--- config.mk ---
export PLATFORM = sky130hd
export DESIGN_NAME = awd_top
export DESIGN_NICKNAME = d
export VERILOG_FILES = /design/src/awd_match.sv /design/src/awd_top.sv
export SDC_FILE = /design/constraint.sdc
export NUM_CORES = 1
export LEC_CHECK = 0
export ABC_AREA = 1
export BUFFER_PORTS_ARGS = -buffer_cell sky130_fd_sc_hd__buf_2
export CORE_AREA = 2 2 150 152
export CTS_CLUSTER_DIAMETER = 40
export DETAILED_ROUTE_END_ITERATION = 12
export DIE_AREA = 0 0 152 154
export GPL_TIMING_DRIVEN = 0
export PLACE_DENSITY = 0.74
export SYNTH_ARGS = -nofsm -noshare
export SYNTH_HDL_FRONTEND = slang
export SYNTH_HIERARCHICAL = 1
export SYNTH_SLANG_ARGS = --single-unit
--- constraint.sdc ---
create_clock -name CLK -period 4.44 [get_ports CLK]
set_input_delay 0.222 -clock CLK [delete_from_list [all_inputs] [get_ports CLK]]
set_output_delay 0.222 -clock CLK [all_outputs]
set_load 0.01 [all_outputs]
--- src/awd_match.sv ---
`timescale 1ns/1ns
package awd_pkg;
  localparam int ADDR_W = 8;
  localparam int NUM_WIN = 4;
  localparam logic [5:0] WORD_CTRL = 6'h00;
  localparam logic [5:0] WORD_STATUS = 6'h01;
  localparam logic [5:0] WORD_WIN0 = 6'h04;
  localparam logic [1:0] SPACE_A32 = 2'h0;
  localparam logic [1:0] SPACE_A24 = 2'h1;
  localparam logic [1:0] SPACE_A16 = 2'h2;
  localparam logic [1:0] SPACE_LOGICAL = 2'h3;
  localparam int CTRL_FMT_BIT = 0;
  localparam int WIN_HB_LSB = 0;
  localparam int WIN_LS_LSB = 8;
  localparam int WIN_DIR_BIT = 16;
  localparam int WIN_EN_BIT = 17;
  localparam int ST_HIT_BIT = 0;
  localparam int ST_INB_BIT = 1;
  localparam int ST_SPACE_LSB = 2;
  localparam int ST_FMT_BIT = 4;
  localparam int ST_VALID_BIT = 5;
  localparam int ST_START_LSB = 8;
  localparam logic [1:0] RESP_OKAY = 2'h0;
  localparam logic [1:0] RESP_SLVERR = 2'h2;
  localparam logic [7:0] BYTE_ONES = 8'hFF;
  localparam logic [7:0] BYTE_ZERO = 8'h00;
  localparam logic [31:0] WORD_ZERO = 32'h0000_0000;

  typedef struct packed {
    logic enable;
    logic direction;
    logic [7:0] low_size;
    logic [7:0] high_base;
  } awd_win_s;

  typedef struct packed {
    logic awready;
    logic wready;
    logic bvalid;
    logic [1:0] bresp;
    logic arready;
    logic rvalid;
    logic [1:0] rresp;
    logic [31:0] rdata;
    logic aw_got;
    logic [ADDR_W-1:0] aw_addr;
    logic w_got;
    logic [31:0] w_data;
    logic [3:0] w_strb;
    logic window_format_select;
    awd_win_s [NUM_WIN-1:0] win;
    logic res_valid;
    logic res_hit;
    logic res_inbound;
    logic [1:0] res_space;
    logic [7:0] res_start;
  } awd_state_s;

  localparam awd_state_s ST_RESET = '0;
endpackage

module awd_match (
  input wire logic window_format_select,
  input wire awd_pkg::awd_win_s win,
  input wire logic [7:0] addr,
  output logic hit,
  output logic inbound,
  output logic [7:0] start
);
  logic [7:0] mask;
  logic [7:0] hi;
  logic [7:0] lo;

  always_comb begin
    mask = ~(awd_pkg::BYTE_ONES >> win.low_size[2:0]);
    hi = win.high_base;
    lo = win.low_size;
    hit = 1'b0;
    inbound = 1'b0;
    start = awd_pkg::BYTE_ZERO;
    if (!window_format_select) begin
      hit = win.enable && (((addr ^ win.high_base) & mask) == awd_pkg::BYTE_ZERO);
      inbound = win.direction;
      start = win.high_base & mask;
    end else begin
      // A window with both bounds zero stays closed even when enabled.
      if (win.enable && !(hi == awd_pkg::BYTE_ZERO && lo == awd_pkg::BYTE_ZERO)) begin
        if (hi >= lo) begin
          hit = (addr >= lo) && (addr <= hi);
          inbound = 1'b1;
          start = lo;
        end else begin
          hit = (addr >= hi) && (addr <= lo);
          inbound = 1'b0;
          start = hi;
        end
      end
    end
  end
endmodule // awd_match

--- src/awd_top.sv ---
// Function
// - Format clear selects base and size
// - Size counts compared top base bits
// - Start address zeroes uncompared base bits
// - Size n compares n bits from top
// - Size zero matches every address
// - Direction bit picks inbound or outbound
// - Format set selects high and low bounds
// - High at least low maps inbound
// - Swapped bounds decode as outbound window
// - Both bounds zero disables window
// - Separate windows for four address spaces
// - All windows disabled after reset
//
// Decided for this implementation: register access over AXI4-Lite and the register addresses.
`timescale 1ns/1ns
module awd_top (
  input wire logic CLK,
  input wire logic RESET,
  input wire logic CE,
  input wire logic [awd_pkg::ADDR_W-1:0] S_AXI_AWADDR,
  input wire logic S_AXI_AWVALID,
  output logic S_AXI_AWREADY,
  input wire logic [31:0] S_AXI_WDATA,
  input wire logic [3:0] S_AXI_WSTRB,
  input wire logic S_AXI_WVALID,
  output logic S_AXI_WREADY,
  output logic [1:0] S_AXI_BRESP,
  output logic S_AXI_BVALID,
  input wire logic S_AXI_BREADY,
  input wire logic [awd_pkg::ADDR_W-1:0] S_AXI_ARADDR,
  input wire logic S_AXI_ARVALID,
  output logic S_AXI_ARREADY,
  output logic [31:0] S_AXI_RDATA,
  output logic [1:0] S_AXI_RRESP,
  output logic S_AXI_RVALID,
  input wire logic S_AXI_RREADY,
  input wire logic LOOKUP_VALID,
  input wire logic [1:0] LOOKUP_SPACE,
  input wire logic [7:0] LOOKUP_ADDR,
  output logic RESULT_VALID,
  output logic RESULT_HIT,
  output logic RESULT_INBOUND,
  output logic [7:0] RESULT_START
);
  awd_pkg::awd_state_s s;
  awd_pkg::awd_state_s next_s;
  logic [awd_pkg::NUM_WIN-1:0] m_hit;
  logic [awd_pkg::NUM_WIN-1:0] m_inbound;
  logic [7:0] m_start [awd_pkg::NUM_WIN];
  awd_pkg::awd_win_s sel_win;

  // One matcher per address space so every space decodes in parallel.
  for (genvar g = 0; g < awd_pkg::NUM_WIN; g++) begin : g_win
    awd_match u_match (
      .window_format_select(s.window_format_select),
      .win(s.win[g]),
      .addr(LOOKUP_ADDR),
      .hit(m_hit[g]),
      .inbound(m_inbound[g]),
      .start(m_start[g])
    );
  end

  assign sel_win = s.win[LOOKUP_SPACE];

  function automatic logic [31:0] merge(input logic [31:0] old, input logic [31:0] data,
                                        input logic [3:0] strb);
    logic [31:0] r;
    r = old;
    for (int b = 0; b < 4; b++) begin
      if (strb[b]) begin
        r[b*8 +: 8] = data[b*8 +: 8];
      end
    end
    return r;
  endfunction

  function automatic logic [31:0] win_word(input awd_pkg::awd_win_s w);
    logic [31:0] r;
    r = awd_pkg::WORD_ZERO;
    r[awd_pkg::WIN_HB_LSB +: 8] = w.high_base;
    r[awd_pkg::WIN_LS_LSB +: 8] = w.low_size;
    r[awd_pkg::WIN_DIR_BIT] = w.direction;
    r[awd_pkg::WIN_EN_BIT] = w.enable;
    return r;
  endfunction

  always_comb begin
    logic [5:0] wa;
    logic [5:0] ra;
    logic [31:0] nw;
    logic [1:0] wi;
    next_s = s;
    wa = s.aw_addr[7:2];
    ra = S_AXI_ARADDR[7:2];
    nw = awd_pkg::WORD_ZERO;
    wi = wa[1:0];
    // Address and data are taken independently, in either order.
    if (s.awready && S_AXI_AWVALID) begin
      next_s.aw_got = 1'b1;
      next_s.aw_addr = S_AXI_AWADDR;
    end
    if (s.wready && S_AXI_WVALID) begin
      next_s.w_got = 1'b1;
      next_s.w_data = S_AXI_WDATA;
      next_s.w_strb = S_AXI_WSTRB;
    end
    if (s.bvalid && S_AXI_BREADY) begin
      next_s.bvalid = 1'b0;
    end
    if (s.aw_got && s.w_got && !s.bvalid) begin
      next_s.aw_got = 1'b0;
      next_s.w_got = 1'b0;
      next_s.bvalid = 1'b1;
      next_s.bresp = awd_pkg::RESP_OKAY;
      if (wa == awd_pkg::WORD_CTRL) begin
        if (s.w_strb[0]) begin
          next_s.window_format_select = s.w_data[awd_pkg::CTRL_FMT_BIT];
        end
      end else if (wa == awd_pkg::WORD_STATUS) begin
        // Status is read-only; a write is accepted and has no effect.
        next_s.bresp = awd_pkg::RESP_OKAY;
      end else if (wa >= awd_pkg::WORD_WIN0 && wa < awd_pkg::WORD_WIN0 + 6'h04) begin
        nw = merge(win_word(s.win[wi]), s.w_data, s.w_strb);
        next_s.win[wi].high_base = nw[awd_pkg::WIN_HB_LSB +: 8];
        next_s.win[wi].low_size = nw[awd_pkg::WIN_LS_LSB +: 8];
        next_s.win[wi].direction = nw[awd_pkg::WIN_DIR_BIT];
        next_s.win[wi].enable = nw[awd_pkg::WIN_EN_BIT];
      end else begin
        next_s.bresp = awd_pkg::RESP_SLVERR;
      end
    end
    if (s.rvalid && S_AXI_RREADY) begin
      next_s.rvalid = 1'b0;
    end
    if (s.arready && S_AXI_ARVALID) begin
      next_s.rvalid = 1'b1;
      next_s.rresp = awd_pkg::RESP_OKAY;
      next_s.rdata = awd_pkg::WORD_ZERO;
      if (ra == awd_pkg::WORD_CTRL) begin
        next_s.rdata[awd_pkg::CTRL_FMT_BIT] = s.window_format_select;
      end else if (ra == awd_pkg::WORD_STATUS) begin
        next_s.rdata[awd_pkg::ST_HIT_BIT] = s.res_hit;
        next_s.rdata[awd_pkg::ST_INB_BIT] = s.res_inbound;
        next_s.rdata[awd_pkg::ST_SPACE_LSB +: 2] = s.res_space;
        next_s.rdata[awd_pkg::ST_FMT_BIT] = s.window_format_select;
        next_s.rdata[awd_pkg::ST_VALID_BIT] = s.res_valid;
        next_s.rdata[awd_pkg::ST_START_LSB +: 8] = s.res_start;
      end else if (ra >= awd_pkg::WORD_WIN0 && ra < awd_pkg::WORD_WIN0 + 6'h04) begin
        next_s.rdata = win_word(s.win[ra[1:0]]);
      end else begin
        next_s.rresp = awd_pkg::RESP_SLVERR;
      end
    end
    // Readies drop while a transfer is pending, which limits each side to one in flight.
    next_s.awready = !next_s.aw_got && !next_s.bvalid;
    next_s.wready = !next_s.w_got && !next_s.bvalid;
    next_s.arready = !next_s.rvalid;
    // A lookup result stands one cycle; the status copy keeps the last one.
    next_s.res_valid = LOOKUP_VALID;
    if (LOOKUP_VALID) begin
      next_s.res_hit = m_hit[LOOKUP_SPACE];
      next_s.res_inbound = m_inbound[LOOKUP_SPACE];
      next_s.res_space = LOOKUP_SPACE;
      next_s.res_start = m_start[LOOKUP_SPACE];
    end
  end

  always_ff @(posedge CLK or posedge RESET) begin
    if (RESET) begin
      s <= awd_pkg::ST_RESET;
    end else if (CE) begin
      s <= next_s;
    end
  end

  assign S_AXI_AWREADY = s.awready;
  assign S_AXI_WREADY = s.wready;
  assign S_AXI_BVALID = s.bvalid;
  assign S_AXI_BRESP = s.bresp;
  assign S_AXI_ARREADY = s.arready;
  assign S_AXI_RVALID = s.rvalid;
  assign S_AXI_RRESP = s.rresp;
  assign S_AXI_RDATA = s.rdata;
  assign RESULT_VALID = s.res_valid;
  assign RESULT_HIT = s.res_hit;
  assign RESULT_INBOUND = s.res_inbound;
  assign RESULT_START = s.res_start;
endmodule // awd_top

==> impl_metrics.env <==
export IMPL_status="finished, final reports clean"
export IMPL_io_pin_count=123
export IMPL_finClkSkew_ns=0.00946
export IMPL_met2_usage=0.548
export IMPL_final_common_cell="nand2_1"
export IMPL_drt_first_pass_iters=5
export IMPL_gr_usage_met3=0.0569
export IMPL_endpoint_kind="register"
export IMPL_antenna_left=0
export IMPL_finalMaxSlewViolations=0
export IMPL_vias=12300
export IMPL_dpl_hpwl_um=31200
export IMPL_clockBufferDepth=2
export IMPL_yosysWarnings=6
export IMPL_finalCritPeriodShare=0.624
export IMPL_grt_pass1_wl_um=62500
export IMPL_drtIter0Drc=1316
export IMPL_port_buffers=87
export IMPL_syn2layout_area_growth_pct=13.8
export IMPL_final_nets=2090
export IMPL_grt_pass1_vias=11100
export IMPL_power_frac_comb=0.375
export IMPL_cts_tree="done"
export IMPL_setup_ws_ns=1.67
export IMPL_tightest_slew_ns=0.977
export IMPL_pwr_share_seq=0.341
export IMPL_power_internal_uw=2980
export IMPL_yosysTopAreaCell="dfrtp_1"
export IMPL_die_area_sq_mm=0.0234
export IMPL_rsz0062_at_grt="no"
export IMPL_drv_cap=0
export IMPL_syn_area_sq_mm=0.0117
export IMPL_crit_arrival_ns=3.11
export IMPL_sw_frac_of_total=0.429
export IMPL_vdd_drop_max_uv=351
export IMPL_synth_area_leaders="dfrtp_1 (30%), nand2_1 (27%), ha_1 (10%)"
export IMPL_cp_required_ns=4.78
export IMPL_grt_usage=0.342
export IMPL_cts_sinks=140
export IMPL_power_frac_clock=0.284
export IMPL_power_density_mw_per_mm2=391
export IMPL_antenna_found_initial=0
export IMPL_core_area_sq_mm=0.0217
export IMPL_seq_area_frac_synth=0.299
export IMPL_synth_area_per_cell_sq_um=6.56
export IMPL_critPathLaunchType="register"
export IMPL_synth_top_area_frac=0.299
export IMPL_postSynthCellCount=1787
export IMPL_slew_headroom=0.349
export IMPL_cts_htree_levels=4
export IMPL_setup_violations=0
export IMPL_power_leakage_uw=0.00743
export IMPL_finalWirelength_um=39800
export IMPL_drcViolationCount=0
export IMPL_n_antenna_cell=0
export IMPL_hold_path_class="primary input to register"
export IMPL_globalplace_congestion=0.990
export IMPL_use_met1=0.471
export IMPL_insertion_delay_ns=0.43
export IMPL_fp_row_count=54
export IMPL_synth_cell_types=46
export IMPL_pre_cts_ws_ns=1.77
export IMPL_criticalPathCategory="register to register"
export IMPL_grt_start_max_net_pins=81
export IMPL_most_common_layout_cells="nand2_1 (849), inv_1 (151), dfrtp_1 (140)"
export IMPL_vias_per_cell=5.53
export IMPL_ys_ff_latch=140
export IMPL_num_fill_cells=2038
export IMPL_root_buffer="clkbuf_16"
export IMPL_finish_utilization=0.615
export IMPL_cts_setup_buffers=0
export IMPL_grt_busiest_layer="met2"
export IMPL_cts_made_buffers=17
export IMPL_cp_max_fo=10
export IMPL_power_switching_uw=2240
export IMPL_power_uw=5210
export IMPL_fmax_mhz=361
export IMPL_clk_pin_slew_ns=0.06
export IMPL_start_util=0.541
export IMPL_gr_total_overflow=0
export IMPL_fp_dieW_um=152
export IMPL_drive_gt1_frac=0.126
export IMPL_routedWlPerCell_um=18.0
export IMPL_period_needed_ns=2.77
export IMPL_fp_dieH_um=154
export IMPL_hold_viol=0
## cell usage after synthesis, drive strengths merged
library cell and count:
nor2 114, o31ai 1, nand2b 4, nand2 850, nor4 3, a22o 2
o21bai 3, nor3 4, o211ai 32, dfrtp 140, a211oi 3, o21ai 48
clkbuf 25, or2 12, clkinv 6, nand3b 1, a21o 8, a31oi 4
o22ai 4, buf 66, inv 158, nand4 33, conb 1, o21a 4
nand3 125, a21oi 40, ha 96
## metrics by stage
stage	instances	instance area [sq um]	setup TNS (ns)	hold WS, ns
floorplan	1802	11800	0	0.332
global placement	2169	12600	-156.99	0.419
detailed placement	2170	12600	0	0.332
CTS	2215	13300	0	0.000656
global route	2215	13300	0	0.0149
finish	2215	13300	0	0.00606
## power by group through the flow
stage / clock network (uW) / logic, uW / registers, uW
2_1_floorplan: 0 / 1360 / 1670
3_3_place_gp: 0 / 1860 / 1780
3_5_place_dp: 0 / 1900 / 1780
4_1_cts: 1480 / 1920 / 1760
5_1_grt: 1530 / 2160 / 1800
6_report: 1480 / 1960 / 1780
## critical path, stage by stage, from the launching register on
cell and delay (ns):
dfrtp_1 0.62, inv_2 0.18, ha_1 0.31, nand2_1 0.06, inv_1 0.03, nand2_1 0.05
nand2_1 0.07, a21oi_2 0.40, o21ai_0 0.13, o21bai_1 0.22, nor2_1 0.06, nor2_1 0.09
o21ai_0 0.21, a31oi_1 0.25
## per-layer routing
layer  part of all wire  routed length [um]  vias up
li1                   -                   -     5925
met1               0.43               17100     5602
met2               0.44               17600      642
met3              0.092                3660       88
met4              0.036                1440        0
met5                  0                   0        -
## kinds of logic (layout without fill, tap and decap cells)
group | count (synthesis) | count (layout) | synth area share
simple gates | 1146 | 1146 | 0.408
buf+inv | 255 | 388 | 0.107
compound gates | 149 | 149 | 0.0828
flops | 140 | 140 | 0.299
fa+ha+maj | 96 | 96 | 0.102
other cells | 1 | 16 | 0.000320
## registers in the layout (all words and copies together) (netlist names)
name            count
RESULT_HIT          1
S_AXI_RRESP         1
RESULT_INBOUND      1
S_AXI_RVALID        1
RESULT_VALID        1
RESULT_START        8
s                 104
S_AXI_RDATA        18
S_AXI_ARREADY       1
S_AXI_WREADY        1
S_AXI_AWREADY       1
S_AXI_BRESP         1
S_AXI_BVALID        1
## final timing paths
path                                      from               to  slack (ns)  cells past startpoint
worst max-delay path                     s[59]  RESULT_START[1]        1.67                     13
worst min-delay path            S_AXI_WDATA[0]            s[90]       0.006                      3
worst max register to register           s[59]  RESULT_START[1]        1.67                     13
worst min register to register          s[103]           s[103]        0.47                      2
max in group asynchronous                RESET            s[55]        3.24                      4
min in group asynchronous                RESET    S_AXI_ARREADY        0.42                      3
## final cells by class
cell class	instances	area, sq um	area share
tap	280	350	0.0263
buffer	91	639	0.0479
multi-input combinational	1407	7020	0.526
inverter	164	623	0.0467
sequential	140	3500	0.263
clock buffer	19	443	0.0332
timing repair buffer	102	603	0.0452
clock inverter	12	161	0.0121
## what timing repair did
action	in CTS	in global routing
hold buffers	14	0
hold endpoints to repair	73	0
gates resized for setup	0	0
Power figures use the tool's default switching activity.
